**src/papm_regs.vh**
```
`ifndef PAPM_REGS_VH
`define PAPM_REGS_VH
// ------------------------------------------------------------
// Register offsets (byte addresses)
// ------------------------------------------------------------
`define PAPM_OFF_AUTO_CFG    12'h000
`define PAPM_OFF_DIRECT_CFG  12'h004
`define PAPM_OFF_FDC_CTRL    12'h008
`define PAPM_OFF_PAR_CFG     12'h00c
`define PAPM_OFF_STATUS      12'h010
// ------------------------------------------------------------
// Field positions
// ------------------------------------------------------------
`define PAPM_AUTO_FDC_BIT    0
`define PAPM_AUTO_PAR_BIT    3
`define PAPM_AUTO_UA_BIT     4
`define PAPM_AUTO_UB_BIT     5
`define PAPM_DIR_FDC_BIT     0
`define PAPM_DIR_UART_BIT    1
`define PAPM_DIR_PAR_BIT     2
`define PAPM_FDC_DSRPD_BIT   6
`define PAPM_FDC_SHUT_BIT    5
`define PAPM_PAR_ECPEN_BIT   0
`define PAPM_PAR_EPPEN_BIT   1
`define PAPM_PAR_ECR_LSB     4
// Extended control register mode codes
`define PAPM_ECR_SPP         3'h0
`define PAPM_ECR_BIDIR       3'h1
`define PAPM_ECR_EPP         3'h4
// ------------------------------------------------------------
// Reset values and timing
// ------------------------------------------------------------
`define PAPM_RST_BYTE        8'h00
`define PAPM_MSR_IDLE        8'h80
`define PAPM_IDLE_TIME_US    10000
`define PAPM_CLK_MHZ         10
`define PAPM_IDLE_CYCLES     (`PAPM_IDLE_TIME_US * `PAPM_CLK_MHZ)
`endif

```
**src/papm_top.v**
```verilog
// The placing of the registers and register access over APB were chosen for this implementation.
`timescale 1ns/1ps
`include "papm_regs.vh"

module papm_top #(
    parameter IDLE_CYCLES = `PAPM_IDLE_CYCLES
) (
    input  wire        pclk,
    input  wire        presetn,
    input  wire        psel,
    input  wire        penable,
    input  wire        pwrite,
    input  wire [11:0] paddr,
    input  wire [31:0] pwdata,
    output reg  [31:0] prdata,
    output reg         pready,
    output reg         pslverr,
    input  wire [1:0]  motor_enable_bits,
    input  wire [7:0]  main_status_reg,
    input  wire        fdc_int,
    input  wire        head_unload_done,
    input  wire        motor_bit_set,
    input  wire        main_status_read,
    input  wire        data_reg_access,
    input  wire        fdc_soft_reset,
    input  wire [1:0]  motor_enable_int,
    input  wire [1:0]  drive_select_int,
    input  wire        write_data_int,
    input  wire        write_gate_int,
    input  wire        tx_holding_empty,
    input  wire        tx_shift_empty,
    input  wire        tx_buffer_write,
    input  wire        rx_fifo_empty,
    input  wire        rx_idle,
    input  wire        rx_data_in,
    input  wire        ring_ind_event,
    output reg         floppy_power_down_out,
    output reg         fdd_out_oe_n,
    output reg  [1:0]  motor_enable_outs,
    output reg  [1:0]  drive_select_outs,
    output reg         write_data_out,
    output reg         write_gate_out,
    output reg         fdc_auto_down,
    output reg         uart_direct_down,
    output reg         uart_tx_down,
    output reg         uart_rx_down,
    output reg         ring_ind_report,
    output reg         ecp_down,
    output reg         epp_down
);

    // ------------------------------------------------------------
    // Registers
    // ------------------------------------------------------------
    reg  [7:0]  auto_power_config_reg;
    reg  [7:0]  direct_power_config_reg;
    reg  [7:0]  fdc_ctrl_reg;
    reg  [7:0]  par_cfg_reg;
    reg  [23:0] idle_cnt_reg;
    reg         rx_line_reg;

    wire apb_wr = psel & penable & pwrite & pready;
    wire apb_rd_setup = psel & ~penable & ~pwrite;

    function valid_addr;
        input [11:0] a;
        begin
            valid_addr = (a == `PAPM_OFF_AUTO_CFG) || (a == `PAPM_OFF_DIRECT_CFG) ||
                         (a == `PAPM_OFF_FDC_CTRL) || (a == `PAPM_OFF_PAR_CFG) ||
                         (a == `PAPM_OFF_STATUS);
        end
    endfunction

    // ------------------------------------------------------------
    // APB slave: one wait state, answer on the second access edge
    // ------------------------------------------------------------
    always @(posedge pclk or negedge presetn) begin
        if (!presetn) begin
            pready  <= 1'b0;
            pslverr <= 1'b0;
            prdata  <= 32'h0000_0000;
        end else begin
            pready  <= psel & penable & ~pready;
            pslverr <= psel & penable & ~pready & ~valid_addr(paddr);
            if (psel & penable & ~pready & ~pwrite) begin
                case (paddr)
                    `PAPM_OFF_AUTO_CFG:   prdata <= {24'h000000, auto_power_config_reg};
                    `PAPM_OFF_DIRECT_CFG: prdata <= {24'h000000, direct_power_config_reg};
                    `PAPM_OFF_FDC_CTRL:   prdata <= {24'h000000, fdc_ctrl_reg};
                    `PAPM_OFF_PAR_CFG:    prdata <= {24'h000000, par_cfg_reg};
                    `PAPM_OFF_STATUS:     prdata <= {25'h0000000, ring_ind_report, epp_down,
                                                     ecp_down, uart_rx_down, uart_tx_down,
                                                     fdc_auto_down, floppy_power_down_out};
                    default:              prdata <= 32'h0000_0000;
                endcase
            end
        end
    end

    always @(posedge pclk or negedge presetn) begin
        if (!presetn) begin
            auto_power_config_reg   <= `PAPM_RST_BYTE;
            direct_power_config_reg <= `PAPM_RST_BYTE;
            fdc_ctrl_reg            <= `PAPM_RST_BYTE;
            par_cfg_reg             <= `PAPM_RST_BYTE;
        end else if (apb_wr) begin
            case (paddr)
                `PAPM_OFF_AUTO_CFG:   auto_power_config_reg   <= pwdata[7:0];
                `PAPM_OFF_DIRECT_CFG: direct_power_config_reg <= pwdata[7:0];
                `PAPM_OFF_FDC_CTRL:   fdc_ctrl_reg            <= pwdata[7:0];
                `PAPM_OFF_PAR_CFG:    par_cfg_reg             <= pwdata[7:0];
                default: ;
            endcase
        end
    end

    // ------------------------------------------------------------
    // Floppy auto powerdown
    // ------------------------------------------------------------
    wire fdc_auto_en  = auto_power_config_reg[`PAPM_AUTO_FDC_BIT];
    wire drive_shutdown_bit = fdc_ctrl_reg[`PAPM_FDC_SHUT_BIT];
    wire dsr_pd_bit   = fdc_ctrl_reg[`PAPM_FDC_DSRPD_BIT];
    wire fdc_idle     = (motor_enable_bits == 2'h0) &&
                        (main_status_reg == `PAPM_MSR_IDLE) && !fdc_int &&
                        head_unload_done;
    wire fdc_wake     = motor_bit_set | main_status_read | data_reg_access |
                        fdc_soft_reset;
    wire timer_done   = (idle_cnt_reg >= IDLE_CYCLES[23:0]);

    // Timer restarts on any wake so a fresh 10 ms runs after each access
    always @(posedge pclk or negedge presetn) begin
        if (!presetn) begin
            idle_cnt_reg  <= 24'h000000;
            fdc_auto_down <= 1'b0;
        end else if (!fdc_auto_en || fdc_wake) begin
            idle_cnt_reg  <= 24'h000000;
            fdc_auto_down <= 1'b0;
        end else begin
            if (!timer_done)
                idle_cnt_reg <= idle_cnt_reg + 24'h000001;
            if (timer_done && fdc_idle)
                fdc_auto_down <= 1'b1;
        end
    end

    // Priority decision, registered so the pin never glitches
    always @(posedge pclk or negedge presetn) begin
        if (!presetn) begin
            floppy_power_down_out <= 1'b0;
        end else if (drive_shutdown_bit) begin
            floppy_power_down_out <= 1'b1;
        end else if (fdc_auto_en) begin
            floppy_power_down_out <= fdc_auto_down;
        end else begin
            floppy_power_down_out <= dsr_pd_bit;
        end
    end

    // Drive pins: enable low while driven, high while the floppy is auto powered down
    always @(posedge pclk or negedge presetn) begin
        if (!presetn) begin
            fdd_out_oe_n      <= 1'b0;
            motor_enable_outs <= 2'h3;
            drive_select_outs <= 2'h3;
            write_data_out    <= 1'b1;
            write_gate_out    <= 1'b0;
        end else begin
            fdd_out_oe_n      <= fdc_auto_down;
            motor_enable_outs <= motor_enable_int;
            drive_select_outs <= drive_select_int;
            write_data_out    <= write_data_int;
            write_gate_out    <= write_gate_int;
        end
    end

    // ------------------------------------------------------------
    // Serial port
    // ------------------------------------------------------------
    wire uart_auto_en = auto_power_config_reg[`PAPM_AUTO_UA_BIT] &
                        auto_power_config_reg[`PAPM_AUTO_UB_BIT];
    wire rx_edge      = rx_data_in ^ rx_line_reg;

    always @(posedge pclk or negedge presetn) begin
        if (!presetn) begin
            rx_line_reg      <= 1'b1;
            uart_tx_down     <= 1'b0;
            uart_rx_down     <= 1'b0;
            uart_direct_down <= 1'b0;
            ring_ind_report  <= 1'b0;
        end else begin
            rx_line_reg      <= rx_data_in;
            uart_direct_down <= direct_power_config_reg[`PAPM_DIR_UART_BIT];
            ring_ind_report  <= ring_ind_event;
            if (!uart_auto_en || tx_buffer_write)
                uart_tx_down <= 1'b0;
            else if (tx_holding_empty && tx_shift_empty)
                uart_tx_down <= 1'b1;
            if (!uart_auto_en || rx_edge)
                uart_rx_down <= 1'b0;
            else if (rx_fifo_empty && rx_idle)
                uart_rx_down <= 1'b1;
        end
    end

    // ------------------------------------------------------------
    // Parallel port: evaluated every cycle, so mode changes apply on the next clock
    // ------------------------------------------------------------
    wire       par_auto_en = auto_power_config_reg[`PAPM_AUTO_PAR_BIT];
    wire       ecp_en      = par_cfg_reg[`PAPM_PAR_ECPEN_BIT];
    wire       epp_en      = par_cfg_reg[`PAPM_PAR_EPPEN_BIT];
    wire [2:0] ecr_mode    = par_cfg_reg[`PAPM_PAR_ECR_LSB+2:`PAPM_PAR_ECR_LSB];

    always @(posedge pclk or negedge presetn) begin
        if (!presetn) begin
            ecp_down <= 1'b0;
            epp_down <= 1'b0;
        end else begin
            epp_down <= par_auto_en & (~epp_en |
                        (ecp_en & (ecr_mode != `PAPM_ECR_EPP)));
            ecp_down <= par_auto_en & (~ecp_en |
                        (ecr_mode == `PAPM_ECR_SPP) | (ecr_mode == `PAPM_ECR_BIDIR) |
                        (ecr_mode == `PAPM_ECR_EPP));
        end
    end

endmodule // papm_top

```
**config.mk**
```make
export PLATFORM = sky130hd
export DESIGN_NAME = papm_top
export DESIGN_NICKNAME = d
export VERILOG_FILES = /design/src/papm_top.v
export VERILOG_INCLUDE_DIRS = /design/src
export SDC_FILE = /design/constraint.sdc
export NUM_CORES = 1
export LEC_CHECK = 0
export BUFFER_PORTS_ARGS = -buffer_cell sky130_fd_sc_hd__buf_2
export CAP_MARGIN = 20
export CORE_MARGIN = 10
export CORE_UTILIZATION = 54
export DETAILED_ROUTE_END_ITERATION = 10
export GPL_ROUTABILITY_DRIVEN = 0
export PLACE_DENSITY_LB_ADDON = 0.3
export REMOVE_ABC_BUFFERS = 1
export SLEW_MARGIN = 20
export SYNTH_ARGS = -nofsm -noshare
export SYNTH_HDL_FRONTEND = slang
export SYNTH_SLANG_ARGS = --single-unit
export TNS_END_PERCENT = 1
```
**constraint.sdc**
```tcl
create_clock -name pclk -period 3.9 [get_ports pclk]
set_clock_uncertainty 0.1 [all_clocks]
set_input_delay 0.195 -clock pclk [delete_from_list [all_inputs] [get_ports pclk]]
set_output_delay 0.195 -clock pclk [all_outputs]
set_load 0.02 [all_outputs]
```
==> run_results.csv <==
group,metric,value,unit
clocking,clock_network_latency_to_the_later_pin_of_the_worst_skew_pair,340,ps
global_routing,grt.busiest_layer,"met2",
global_routing,global_route.usage.met1,0.191,
die,placement_rows,30,
min_path,class_of_the_worst_hold_path,"input pin to register",
route,post_drt_via_cell_ratio,5.40,
outcome,outcome,"complete, no violations",
yosys,postSynth.asyncResetShare,1.00,
clocking,cts-root-buf,"sky130_fd_sc_hd__clkbuf_8",
timing,setup_viol,0,
finish,final_layout_size_suffix_gt1_frac,0.318,
finish,areaGrowthSynthToFinish,19.3,%
global_routing,number_of_global_route_vias_before_repair,3037,
die,pin_count,127,
route,postRouteWirelength,8960,um
min_path,holdPathEnd,"direct_power_config_reg[6]",
timing,layout_min_cycle_time,2710,ps
finish,finish.instance_area,4590,sq um
min_path,worstHoldStart,"pwdata[6]",
global_routing,grt_antenna_before_repair,0,
yosys,yosys_warnings,0,
route,detail_route.first_pass.iterations,4,
global_routing,overflow,0,
critical_path,required,4050,ps
yosys,netlist.top_cell.by_area,"sky130_fd_sc_hd__dfrtp_1",
critical_path,cp-end-kind,"register",
clocking,tritoncts_clock_tree,"built",
critical_path,worst-path-max-fanout,13,
finish,final_nets,525,
route,dr_total_vias,2948,
clocking,clock_sinks,82,
flow_run,max_cap_viol_count,0,
yosys,ys.flop_type,"sky130_fd_sc_hd__dfrtp_1",
yosys,syn-cell-area,3850,sq um
yosys,avgSynthCellArea,10.8,sq um
yosys,synth_area_leaders,"sky130_fd_sc_hd__dfrtp_1 49%, sky130_fd_sc_hd__mux2_2 9.4%, sky130_fd_sc_hd__buf_4 4.7%",
yosys,number_of_enable_type_register_cells_in_the_synthesized_netlist,0,
critical_path,timing.critical_path.from_type,"register",
power_and_ir_drop,power_per_cell_area,387,nW/um^2
power_and_ir_drop,power_leakage,2.17,nW
critical_path,timing.critical_path.arrival,2860,ps
power_and_ir_drop,irDropWorstVdd,0.253,mV
timing,finalHoldViolCount,0,
finish,fillerInstances,538,
timing,slew_headroom,0.464,
die,die_outline_area,10900,sq um
die,initial_utilization,0.560,
finish,largest_register_ffs,24,
route,route.detailed.drc,0,
die,core_area,6870,sq um
critical_path,critical_path.reg2reg.endpoint,"idle_cnt_reg[13]",
global_routing,globalRouteMet3Util,0.0520,
route,avgRoutedWirePerCell,16.4,um
yosys,synth.yosys.seq_area_share,0.535,
critical_path,ff2ff_setup_slack,1190,ps
global_routing,globalRouteMet2Util,0.269,
yosys,synth_commonest_cells,"76 x sky130_fd_sc_hd__dfrtp_1, 32 x sky130_fd_sc_hd__mux2_2, 30 x sky130_fd_sc_hd__nand2_1, 25 x sky130_fd_sc_hd__o21ai_0",
finish,register_cell_area_after_layout,2060,sq um
placement,post_place_cell_area,4230,sq um
timing,clock.fmax,369,MHz
yosys,postSynthRegisterBits,82,
clocking,number_of_buffers_inserted_during_clock_tree_synthesis,9,
timing,rsz_0062_raised_after_global_routing,"no",
global_routing,grt_usage,0.164,
finish,antenna_cells,0,
yosys,netlist_instances,355,
yosys,synthDominantCellAreaShare,0.494,
critical_path,ff2ff_path_depth,5,
clocking,cts_resized,0,
clocking,cts.path.max_buffers,2,
yosys,post_synth_num_cell_types,44,
global_routing,grt_first_pass_wirelength,14800,um
route,final_antenna_net_count,0,
die,die-width,104,um
finish,multiInputGateArea,1630,sq um
die,die_span_in_y,104,um
placement,place_hpwl,6440,um
route,first_iter_violations,90,
timing,setup-tns-final,0,ps
critical_path,crit-reg2reg-launch,"idle_cnt_reg[14]",
timing,min_period_over_period,0.695,
yosys,library_cell_with_the_highest_instance_count_after_synthesis,"sky130_fd_sc_hd__dfrtp_1",
clocking,clk_transition_reported_paths,90,ps
placement,port_buffers,78,
clocking,h-tree-depth,3,
global_routing,grt_max_degree,83,
min_path,hold-path-cell-count,2,
critical_path,critical_path_class,"register to register",
timing,final_max_slew_viol_count,0,
timing,max_slew.worst_pin.slew,801,ps
==> layout by cell type (no fill, tap or decap), types with 4 or more instances in the layout <==
cell type                       count
sky130_fd_sc_hd__or4_1              5
sky130_fd_sc_hd__dlygate4sd3_1     10
sky130_fd_sc_hd__dfstp_2            6
sky130_fd_sc_hd__o31ai_1            6
sky130_fd_sc_hd__nor2_1            24
sky130_fd_sc_hd__nor4_1             6
sky130_fd_sc_hd__nand4_1            4
sky130_fd_sc_hd__or3_1             11
sky130_fd_sc_hd__inv_1              6
sky130_fd_sc_hd__clkbuf_8           9
sky130_fd_sc_hd__a31oi_1            8
sky130_fd_sc_hd__dfrtp_1           76
sky130_fd_sc_hd__nand3_1           12
sky130_fd_sc_hd__mux2i_1            7
sky130_fd_sc_hd__buf_2             77
sky130_fd_sc_hd__nand2_1           30
sky130_fd_sc_hd__mux2_2            32
sky130_fd_sc_hd__nor3_1             8
sky130_fd_sc_hd__conb_1            24
sky130_fd_sc_hd__a21oi_1           13
sky130_fd_sc_hd__o21ai_0           25
sky130_fd_sc_hd__and2_1             7
==> metrics by stage <==
stage	utilization	setup slack (ps)	power (mW)	cells	hold WS (ps)
2_1_floorplan	-	1320	0.967	343	-201
3_3_place_gp	0.616	1230	1.04	519	199
6_report	0.668	1190	1.78	546	25.4
5_1_grt	0.668	1090	1.85	546	13.5
3_5_place_dp	0.616	1210	1.05	519	203
4_1_cts	0.666	1190	1.79	545	8.25
==> layout make-up <==
class	instances	share of cell area
Sequential cell	82	0.449
Multi-Input combinational cell	255	0.355
Timing Repair Buffer	91	0.113
Clock buffer	10	0.0278
Tap cell	96	0.0262
Clock inverter	6	0.0248
Inverter	6	0.00490
==> cells by family (layout without fill, tap and decap cells) <==
group | count (synthesis) | after routing | synth area share
multiplexers | 40 | 40 | 0.118
buffers and inverters | 41 | 113 | 0.0653
other | 1 | 24 | 0.000974
AND/OR/NAND/NOR | 126 | 126 | 0.175
XOR/XNOR | 4 | 4 | 0.00910
flip-flops | 82 | 82 | 0.535
AO/OA/AOI/OAI | 59 | 59 | 0.0907
adder cells (fa/ha/maj) | 2 | 2 | 0.00650
==> how the worst max path moves through the flow <==
| stage | startpoint | to | slack (ps) |
|---|---|---|---|
| floorplan | idle_cnt_reg[12] | idle_cnt_reg[13] | 1320 |
| global placement | idle_cnt_reg[12] | idle_cnt_reg[13] | 1230 |
| detailed placement | idle_cnt_reg[14] | idle_cnt_reg[13] | 1210 |
| CTS | idle_cnt_reg[12] | idle_cnt_reg[13] | 1190 |
| global route | idle_cnt_reg[14] | idle_cnt_reg[13] | 1090 |
| finish | idle_cnt_reg[14] | idle_cnt_reg[13] | 1190 |
==> power breakdown <==
part / internal (mW) / switching, mW
registers: 0.871 / 0.0100
clock network: 0.428 / 0.308
logic: 0.0533 / 0.106
==> per-layer routing <==
| metal | vias up | wire length, um | part of all wire |
|---|---|---|---|
| met5 | - | 0 | 0 |
| met4 | 0 | 125 | 0.014 |
| met3 | 15 | 622 | 0.069 |
| met2 | 105 | 4440 | 0.50 |
| met1 | 1428 | 3760 | 0.42 |
| li1 | 1400 | - | - |
==> repair_timing <==
action,CTS,global route
setup endpoints to repair,0,0
setup buffers,0,0
hold endpoints to repair,85,0
hold buffers,10,0
==> critical path, stage by stage, from the launching register on <==
cell                      delay, ps
sky130_fd_sc_hd__dfrtp_1        410
sky130_fd_sc_hd__or4_4          570
sky130_fd_sc_hd__o211a_4        290
sky130_fd_sc_hd__or4_4          620
sky130_fd_sc_hd__or4_1          490
sky130_fd_sc_hd__a21oi_1        140
(Power assumes the default switching activity.)
